### src/logic/eqc_cfg.svh
// offsets, field positions and reset values of the equalizer control block
`ifndef EQC_CFG_SVH
`define EQC_CFG_SVH

// ******************************************************
// apb register map (byte addresses)
// ******************************************************
`define EQC_APB_AW 12
`define EQC_OFS_STATUS 12'h000
`define EQC_OFS_INT_STATUS 12'h004
`define EQC_OFS_INT_MASK 12'h008
`define EQC_OFS_CFG_BASE 12'h020
`define EQC_OFS_CFG_LAST 12'h03c

// ******************************************************
// serial register file
// ******************************************************
`define EQC_NUM_CFG 8
`define EQC_CFG_IW 3
`define EQC_SPI_AW 7
`define EQC_FRAME_BITS 5'h10
`define EQC_CFG_CTRL 3'h0
`define EQC_CFG_MUTE_THR 3'h3
`define EQC_CTRL_RESET 8'h0c
`define EQC_CTRL_SQUELCH 0
`define EQC_CTRL_BYPASS 1
`define EQC_CTRL_IDLE_PD 2
`define EQC_CTRL_SEC_OFF 3

// ******************************************************
// status and interrupt bits
// ******************************************************
`define EQC_ST_SERIAL_MODE 0
`define EQC_ST_CARRIER_N 1
`define EQC_ST_POWERDOWN 2
`define EQC_ST_SQUELCHED 3
`define EQC_ST_BYPASSED 4
`define EQC_INT_W 3
`define EQC_INT_CARRIER 0
`define EQC_INT_SPI_WRITE 1
`define EQC_INT_SPI_ERR 2

`endif

### src/logic/eqc_pkg.sv
// types shared by the equalizer control modules
package eqc_pkg;
    typedef logic [7:0] eqc_byte_t;
    typedef logic [2:0] eqc_idx_t;
    typedef enum logic [1:0]
    {
        EQC_SPI_IDLE = 2'b01,
        EQC_SPI_SHIFT = 2'b10
    } eqc_spi_state_e;
endpackage

### src/logic/eqc_if.sv
// internal carriers: register port of the serial slave, output control
`timescale 1ns/1ps
interface eqc_reg_if;
    logic wr;
    eqc_pkg::eqc_idx_t idx;
    eqc_pkg::eqc_byte_t wdata;
    eqc_pkg::eqc_byte_t rdata;
    logic frame_err;
    modport slave (output wr, output idx, output wdata, input rdata,
        output frame_err);
    modport regs (input wr, input idx, input wdata, output rdata,
        input frame_err);
endinterface

interface eqc_ctl_if;
    logic squelch;
    logic bypass;
    logic idle_pd;
    logic no_signal;
    logic sec_off;
    logic powerdown;
    modport ctl (input squelch, input bypass, input idle_pd,
        input no_signal, input sec_off, output powerdown);
    modport top (output squelch, output bypass, output idle_pd,
        output no_signal, output sec_off, input powerdown);
endinterface

### src/logic/eqc_out_ctrl.sv
// output driver control: power-down, squelch, bypass precedence
`timescale 1ns/1ps
module eqc_out_ctrl
(
    input wire logic clk,
    input wire logic rst_b,
    input wire logic data_in,
    eqc_ctl_if.ctl c,
    output logic primary_serial_out,
    output logic secondary_serial_out,
    output logic primary_out_en,
    output logic secondary_out_en,
    output logic eq_filter_en,
    output logic dc_restore_en
);
    logic pd;
    logic level;

    assign pd = c.idle_pd & c.no_signal;
    assign level = c.squelch | data_in;
    assign c.powerdown = pd;

    always_ff @(posedge clk or negedge rst_b)
    begin
        if (!rst_b)
        begin
            primary_serial_out <= 1'b1;
            secondary_serial_out <= 1'b1;
            primary_out_en <= 1'b0;
            secondary_out_en <= 1'b0;
            eq_filter_en <= 1'b0;
            dc_restore_en <= 1'b0;
        end
        else
        begin
            primary_serial_out <= level;
            secondary_serial_out <= level;
            primary_out_en <= ~pd;
            secondary_out_en <= ~pd & ~c.sec_off;
            eq_filter_en <= ~pd & ~c.bypass;
            dc_restore_en <= ~pd & ~c.bypass;
        end
    end
endmodule

### src/logic/eqc_spi_slave.sv
// serial register access slave, pins sampled on the system clock
`timescale 1ns/1ps
`include "eqc_cfg.svh"
module eqc_spi_slave
(
    input wire logic clk,
    input wire logic rst_b,
    input wire logic enable,
    input wire logic sck,
    input wire logic ss_n,
    input wire logic mosi,
    output logic miso,
    output logic miso_oe,
    eqc_reg_if.slave rp
);
    eqc_pkg::eqc_spi_state_e state_reg;
    logic sck_reg;
    logic ss_n_reg;
    logic [15:0] shift_reg;
    logic [4:0] count_reg;
    logic sck_rise;
    logic sck_fall;
    logic sel;
    logic frame_end;

    // idle levels: deselected and clock low
    assign sel = enable & ~ss_n;
    assign sck_rise = sck & ~sck_reg;
    assign sck_fall = ~sck & sck_reg;
    assign frame_end = (state_reg == eqc_pkg::EQC_SPI_SHIFT) & ~sel;

    always_ff @(posedge clk or negedge rst_b)
    begin
        if (!rst_b)
        begin
            sck_reg <= 1'b0;
            ss_n_reg <= 1'b1;
        end
        else
        begin
            sck_reg <= sck;
            ss_n_reg <= ss_n;
        end
    end

    always_ff @(posedge clk or negedge rst_b)
    begin
        if (!rst_b)
            state_reg <= eqc_pkg::EQC_SPI_IDLE;
        else
        begin
            unique case (state_reg)
                eqc_pkg::EQC_SPI_IDLE:
                    if (sel)
                        state_reg <= eqc_pkg::EQC_SPI_SHIFT;
                eqc_pkg::EQC_SPI_SHIFT:
                    if (!sel)
                        state_reg <= eqc_pkg::EQC_SPI_IDLE;
            endcase
        end
    end

    // the last 16 bits of a frame count, so daisy chains pass through
    always_ff @(posedge clk or negedge rst_b)
    begin
        if (!rst_b)
        begin
            shift_reg <= 16'h0000;
            count_reg <= 5'h00;
        end
        else if (state_reg == eqc_pkg::EQC_SPI_IDLE)
            count_reg <= 5'h00;
        else if (frame_end)
        begin
            if (shift_reg[15] && count_reg >= `EQC_FRAME_BITS)
                shift_reg[7:0] <= rp.rdata;
        end
        else if (sel && sck_rise)
        begin
            shift_reg <= {shift_reg[14:0], mosi};
            if (count_reg < `EQC_FRAME_BITS)
                count_reg <= count_reg + 5'h01;
        end
    end

    // read index is taken from the frame just shifted in
    always_comb
    begin
        rp.idx = shift_reg[10:8];
        rp.wdata = shift_reg[7:0];
        rp.wr = frame_end & ~shift_reg[15] & (shift_reg[14:11] == 4'h0)
            & (count_reg >= `EQC_FRAME_BITS);
        rp.frame_err = frame_end & (count_reg < `EQC_FRAME_BITS);
    end

    // out data changes on the falling clock edge, first bit at select
    always_ff @(posedge clk or negedge rst_b)
    begin
        if (!rst_b)
            miso <= 1'b0;
        else if ((sel && ss_n_reg) || (sel && sck_fall))
            miso <= shift_reg[15];
    end

    assign miso_oe = sel;
endmodule

### src/logic/eqc_top.sv
// equalizer control logic: mode select, carrier flag, registers, apb
// Contract
// - access_select high selects serial register access, low selects pins.
// - second_output_off high floats the second driver, low enables it.
// - carrier_present_n is high with no input signal, low with signal.
// - carrier_present_n is the OR of energy-absent and threshold compare.
// - squelch high forces both serial outputs to one, low passes data.
// - bypass disables the equalizer filter and the dc restoration.
// - the mute threshold is also settable through serial register 03h.
// - serial mode reads and writes registers over mosi, miso, sck, ss.
// - an idle slave select is taken as deselected.
// - an idle serial clock is taken as low.
// - squelch takes precedence over bypass at the outputs.
// - idle power-down with no signal floats outputs over squelch, bypass.
// - a frame is 16 bits: read/write bit, seven address bits, eight data.
//
// Our own choices: the APB register port and the address map.
`timescale 1ns/1ps
`include "eqc_cfg.svh"
module eqc_top
(
    input wire logic clk,
    input wire logic rst_b,
    input wire logic psel,
    input wire logic penable,
    input wire logic pwrite,
    input wire logic [11:0] paddr,
    input wire logic [31:0] pwdata,
    output logic [31:0] prdata,
    output logic pready,
    output logic pslverr,
    output logic irq,
    input wire logic access_select,
    input wire logic second_output_off,
    input wire logic squelch,
    input wire logic bypass,
    input wire logic idle_powerdown,
    input wire logic energy_detect,
    input wire logic analog_thr_trip,
    input wire logic [7:0] signal_metric,
    input wire logic serial_data_in,
    input wire logic sck,
    input wire logic ss_n,
    input wire logic mosi,
    output logic miso,
    output logic miso_oe,
    output logic carrier_present_n,
    output logic primary_serial_out,
    output logic secondary_serial_out,
    output logic primary_out_en,
    output logic secondary_out_en,
    output logic eq_filter_en,
    output logic dc_restore_en
);
    // ******************************************************
    // decode helpers
    // ******************************************************
    function automatic logic is_cfg(input logic [11:0] a);
        is_cfg = (a >= `EQC_OFS_CFG_BASE) && (a <= `EQC_OFS_CFG_LAST)
            && (a[1:0] == 2'b00);
    endfunction

    function automatic eqc_pkg::eqc_idx_t cfg_idx(input logic [11:0] a);
        logic [11:0] d;
        d = a - `EQC_OFS_CFG_BASE;
        cfg_idx = d[4:2];
    endfunction

    function automatic logic mapped(input logic [11:0] a);
        mapped = (a == `EQC_OFS_STATUS) || (a == `EQC_OFS_INT_STATUS)
            || (a == `EQC_OFS_INT_MASK) || is_cfg(a);
    endfunction

    // ******************************************************
    // declarations
    // ******************************************************
    eqc_reg_if rp ();
    eqc_ctl_if cp ();
    eqc_pkg::eqc_byte_t cfg_reg [`EQC_NUM_CFG];
    logic [`EQC_INT_W-1:0] int_status_reg;
    logic [`EQC_INT_W-1:0] int_status_next;
    logic [`EQC_INT_W-1:0] int_mask_reg;
    logic [`EQC_INT_W-1:0] events;
    logic carrier_n_reg;
    logic serial_mode;
    logic thr_in_use;
    logic thr_trip;
    logic no_signal;
    logic apb_access;
    logic apb_wr;
    logic apb_rd;
    eqc_pkg::eqc_byte_t ctrl;

    // ******************************************************
    // mode and carrier flag
    // ******************************************************
    assign serial_mode = access_select;
    assign ctrl = cfg_reg[`EQC_CFG_CTRL];
    assign thr_in_use = cfg_reg[`EQC_CFG_MUTE_THR] != 8'h00;
    // a weaker metric than the programmed threshold counts as no carrier
    assign thr_trip = (thr_in_use
        && (signal_metric < cfg_reg[`EQC_CFG_MUTE_THR]))
        || analog_thr_trip;
    assign no_signal = ~energy_detect | thr_trip;

    always_ff @(posedge clk or negedge rst_b)
    begin
        if (!rst_b)
            carrier_n_reg <= 1'b1;
        else
            carrier_n_reg <= no_signal;
    end

    assign carrier_present_n = carrier_n_reg;

    // in serial mode the control register replaces the pin levels
    always_comb
    begin
        if (serial_mode)
        begin
            cp.squelch = ctrl[`EQC_CTRL_SQUELCH];
            cp.bypass = ctrl[`EQC_CTRL_BYPASS];
            cp.idle_pd = ctrl[`EQC_CTRL_IDLE_PD];
            cp.sec_off = ctrl[`EQC_CTRL_SEC_OFF];
        end
        else
        begin
            cp.squelch = squelch;
            cp.bypass = bypass;
            cp.idle_pd = idle_powerdown;
            cp.sec_off = second_output_off;
        end
        cp.no_signal = carrier_n_reg;
    end

    // ******************************************************
    // serial slave and output path
    // ******************************************************
    eqc_spi_slave u_spi
    (
        .clk(clk),
        .rst_b(rst_b),
        .enable(serial_mode),
        .sck(sck),
        .ss_n(ss_n),
        .mosi(mosi),
        .miso(miso),
        .miso_oe(miso_oe),
        .rp(rp.slave)
    );

    assign rp.rdata = cfg_reg[rp.idx];

    eqc_out_ctrl u_out
    (
        .clk(clk),
        .rst_b(rst_b),
        .data_in(serial_data_in),
        .c(cp.ctl),
        .primary_serial_out(primary_serial_out),
        .secondary_serial_out(secondary_serial_out),
        .primary_out_en(primary_out_en),
        .secondary_out_en(secondary_out_en),
        .eq_filter_en(eq_filter_en),
        .dc_restore_en(dc_restore_en)
    );

    // ******************************************************
    // apb slave
    // ******************************************************
    // zero wait states; unmapped offsets answer with an error
    assign apb_access = psel & penable;
    assign apb_wr = apb_access & pwrite & mapped(paddr);
    assign apb_rd = apb_access & ~pwrite;
    assign pready = 1'b1;
    assign pslverr = apb_access & ~mapped(paddr);

    always_ff @(posedge clk or negedge rst_b)
    begin
        if (!rst_b)
            prdata <= 32'h00000000;
        else if (psel && !penable && !pwrite)
        begin
            prdata <= 32'h00000000;
            if (paddr == `EQC_OFS_STATUS)
            begin
                prdata[`EQC_ST_SERIAL_MODE] <= serial_mode;
                prdata[`EQC_ST_CARRIER_N] <= carrier_n_reg;
                prdata[`EQC_ST_POWERDOWN] <= cp.powerdown;
                prdata[`EQC_ST_SQUELCHED] <= cp.squelch;
                prdata[`EQC_ST_BYPASSED] <= cp.bypass;
            end
            else if (paddr == `EQC_OFS_INT_STATUS)
                prdata[`EQC_INT_W-1:0] <= int_status_reg;
            else if (paddr == `EQC_OFS_INT_MASK)
                prdata[`EQC_INT_W-1:0] <= int_mask_reg;
            else if (is_cfg(paddr))
                prdata[7:0] <= cfg_reg[cfg_idx(paddr)];
        end
    end

    // ******************************************************
    // serial register file
    // ******************************************************
    // a serial write in the same cycle as an apb write wins
    always_ff @(posedge clk or negedge rst_b)
    begin
        if (!rst_b)
        begin
            for (int i = 0; i < `EQC_NUM_CFG; i++)
                cfg_reg[i] <= 8'h00;
            cfg_reg[`EQC_CFG_CTRL] <= `EQC_CTRL_RESET;
        end
        else if (rp.wr)
            cfg_reg[rp.idx] <= rp.wdata;
        else if (apb_wr && is_cfg(paddr))
            cfg_reg[cfg_idx(paddr)] <= pwdata[7:0];
    end

    // ******************************************************
    // interrupts
    // ******************************************************
    assign events[`EQC_INT_CARRIER] = carrier_n_reg ^ no_signal;
    assign events[`EQC_INT_SPI_WRITE] = rp.wr;
    assign events[`EQC_INT_SPI_ERR] = rp.frame_err;

    // a new event beats a write-one-to-clear in the same cycle
    always_comb
    begin
        int_status_next = int_status_reg;
        if (apb_wr && paddr == `EQC_OFS_INT_STATUS)
            int_status_next = int_status_reg & ~pwdata[`EQC_INT_W-1:0];
        int_status_next = int_status_next | events;
    end

    always_ff @(posedge clk or negedge rst_b)
    begin
        if (!rst_b)
            int_status_reg <= 3'h0;
        else
            int_status_reg <= int_status_next;
    end

    always_ff @(posedge clk or negedge rst_b)
    begin
        if (!rst_b)
            int_mask_reg <= 3'h0;
        else if (apb_wr && paddr == `EQC_OFS_INT_MASK)
            int_mask_reg <= pwdata[`EQC_INT_W-1:0];
    end

    assign irq = |(int_status_reg & int_mask_reg);
endmodule
### config.mk
export PLATFORM = sky130hd
export DESIGN_NAME = eqc_top
export DESIGN_NICKNAME = d
export VERILOG_FILES = /design/src/logic/eqc_pkg.sv /design/src/logic/eqc_if.sv /design/src/logic/eqc_out_ctrl.sv /design/src/logic/eqc_spi_slave.sv /design/src/logic/eqc_top.sv
export VERILOG_INCLUDE_DIRS = /design/src /design/src/logic
export SDC_FILE = /design/constraint.sdc
export NUM_CORES = 1
export LEC_CHECK = 0
export ABC_CLOCK_PERIOD_IN_PS = 2780
export CAP_MARGIN = 20
export CORE_ASPECT_RATIO = 1.5
export CORE_MARGIN = 1
export CORE_UTILIZATION = 54
export CTS_CLUSTER_SIZE = 30
export DETAILED_ROUTE_END_ITERATION = 8
export DONT_BUFFER_PORTS = 1
export PLACE_DENSITY_LB_ADDON = 0.2
export SLEW_MARGIN = 20
export SYNTH_ARGS = -nofsm -noshare
export SYNTH_HDL_FRONTEND = slang
export SYNTH_SLANG_ARGS = --single-unit
export TNS_END_PERCENT = 10
### constraint.sdc
create_clock -name clk -period 2.78 [get_ports clk]
set_input_delay 0.139 -clock clk [delete_from_list [all_inputs] [get_ports clk]]
set_output_delay 0.139 -clock clk [all_outputs]
set_load 0.05 [all_outputs]
==> results.md <==
- Ports: 112
- Critical path arrival: 2710 ps
- DIE WIDTH: 94.1 µm
- First-pass GRT wire length: 33300 µm
- Non-Filler Instances: 850
- Skew final: 6.46 ps
- VDD IR max: 0.000309 V
- Vias in the first global route: 5909
- Port-buffer cells: 0
- Tot Pwr: 4970 µW
- R2R Setup Slk: 410 ps
- Syn Area/Cell: 10.1 µm²
- FF-to-FF Start: u_spi.shift_reg[15]
- Leakage: 0.00326 µW
- # nets final: 766
- Max FO, Critical Path: 12
- Vias/cell: 6.89
- Distinct cells, synth: 68
- Maxcap violations: 0
- RSZ-0062 raised after global routing: false
- Commonest cells post-synth: 103 x dfrtp_1, 60 x nand2_1, 48 x nand3_1
- Top cell type's share of synthesized area: 0.375
- Antenna violations before repair: 1
- Post-synth top flop: dfrtp_1
- DRC Markers: 0
- Crit path buffers/inverters: 3
- Slew HR: 0.348
- Initial Util: 0.552
- Worst path cell trace: dlygate4sd3_1, nand2b_4, inv_2, nor3_4, nand4_4, o41ai_4, buf_4, mux2_4
- Type of the worst setup path: input port to register
- Top post-synthesis cells by area: dfrtp_1 37%, mux4_2 6.5%, nand3_1 3.5%, nand2_1 3.3%, mux2i_1 3.2%
- Status: completed
- Worst slack at placement: 472 ps
- Critical Path Slowest Stage Cell: dlygate4sd3_1
- Hold wc startpoint: second_output_off
- Total track usage: 0.349
- PD cells: 661 mW/mm²
- Syn Std Cell Area: 0.00688 mm²
- DR vias: 5854
- Clk sink count: 109
- H-tree Lvls: 3
- Final Util: 0.604
- Largest net degree at the start of global routing: 110
- Synth-to-layout area growth: 9.37%
- 1st-iter DRT viols: 513
- Total Die Area: 0.0132 mm²
- Final setup viols: 0
- Largest register FFs: 56
- Crit share post-route: 0.886
- CTS clk-pin slew, worst paths: 70 ps
- Num CTS Buffers: 9
- CTS tree: built
- Row count: 50
- Syn Inst Count: 679
- Post-synth EDFFs: 0
- Drt pass-1 iters: 9
- Proportion of layout cells with a drive suffix above 1: 0.179
- Yosys warns: 0
- Fmax: 406 MHz
- Least-Margin Pin Slew: 968 ps
- Placed insts: 817
- Yosys reg bits: 109
- Post-synthesis async set-or-reset flop share: 1.00
- Worst setup SP type: input port
- Final hold vios: 0
- Worst Setup Slack, final: 317 ps
- Total negative slack: 0 ps
- Leading area contributor after synthesis: dfrtp_1
- Post-CTS Setup Bufs: 0
- Top-count cell post-synth: dfrtp_1
- Die Y: 140 µm
- Detail Route Antenna Nets: 0
- Max Slew Vio Count: 0
- Clock root buffer: clkbuf_16
- Skew-Pair Late Insertion Delay: 360 ps
- CP Launch Point: access_select
- Required time of the critical path: 3030 ps
- DR WL/cell: 25.7 µm
- Final wirelength: 21800 µm
- Minimum clock period: 2460 ps
- Max Root-Sink Buffers: 2
- GPL Wtd Cong: 0.938
- Max stage delay on crit path: 640 ps
- Critical Path End Type: register
- Sequential share of the synthesized area: 0.398
- Grt total ovfl: 0
- DP HPWL: 15200 µm
- Core area: 0.0124 mm²
- Hold Crit Class: input port to register
- Cell family with most CP delay: buffers and inverters
-- final timing paths --
check | to | depth (start not counted)
hold reg to reg | ctrl[2] | 2
setup / recovery | cfg_reg[30] | 8
setup reg to reg | cfg_reg[30] | 6
hold / removal | u_out.secondary_out_en | 2
max in group asynchronous | cfg_reg[18] | 2
min in group asynchronous | prdata[5] | 2
-- worst register-to-register path: stages (launching register included) --
cell	delay, ps
dfrtp_1	420
nor3_1	240
and2_1	530
nand4_4	300
o41ai_4	200
buf_4	270
mux2_4	300
-- area by class of cell --
| class | count | area [µm²] |
|---|---|---|
| antenna | 1 | 2.50 |
| clock buffer | 12 | 256 |
| clock inverter | 3 | 68.8 |
| fill | 1066 | 4930 |
| inverter | 26 | 97.6 |
| multi-input combinational | 494 | 3740 |
| sequential | 109 | 2740 |
| tap | 156 | 195 |
| timing repair buffer | 49 | 428 |
-- cells by family after synthesis --
| group | share of synthesized area |
|---|---|
| AO/OA/AOI/OAI | 0.193 |
| AND/OR/NAND/NOR | 0.179 |
| adder cells (fa/ha/maj) | 0.0164 |
| multiplexers | 0.138 |
| other | 0.00109 |
| XOR/XNOR | 0.00382 |
| buffers and inverters | 0.0713 |
| flip-flops | 0.398 |
-- through the flow --
stage | hold slack [ps] | instance area (µm²)
after floorplan | -157 | 6960
after global placement | -152 | 7010
after detailed placement | -152 | 7010
after CTS | 2.27 | 7500
after global routing | 9.91 | 7520
final | 1.03 | 7520
-- where the power goes --
part	switching (µW)	internal, µW	leakage, µW
sequential	350	1780	0.00145
combinational	931	482	0.00165
clock	592	836	0.000159
-- routing by layer --
metal / GRT usage / up-vias / share of wire
met3: 0.0722 / 101 / 0.087
met4: 0.253 / 0 / 0.071
li1: - / 2518 / -
met5: 0 / - / 0
met1: 0.399 / 2881 / 0.35
met2: 0.569 / 354 / 0.49
-- what timing repair did --
item	CTS	global route
hold buffers	15	2
hold endpoints to repair	177	1
resized for setup	0	0
-- cell usage in the layout, fill, tap and decap left out, types with 22 or more instances in the layout --
master   instances
nor2_1          35
a22oi_1         29
inv_1           24
conb_1          25
o21ai_0         37
buf_4           32
nand2_1         60
dfrtp_1        103
mux2i_1         22
nand3_1         48
(Power assumes the default switching activity.)
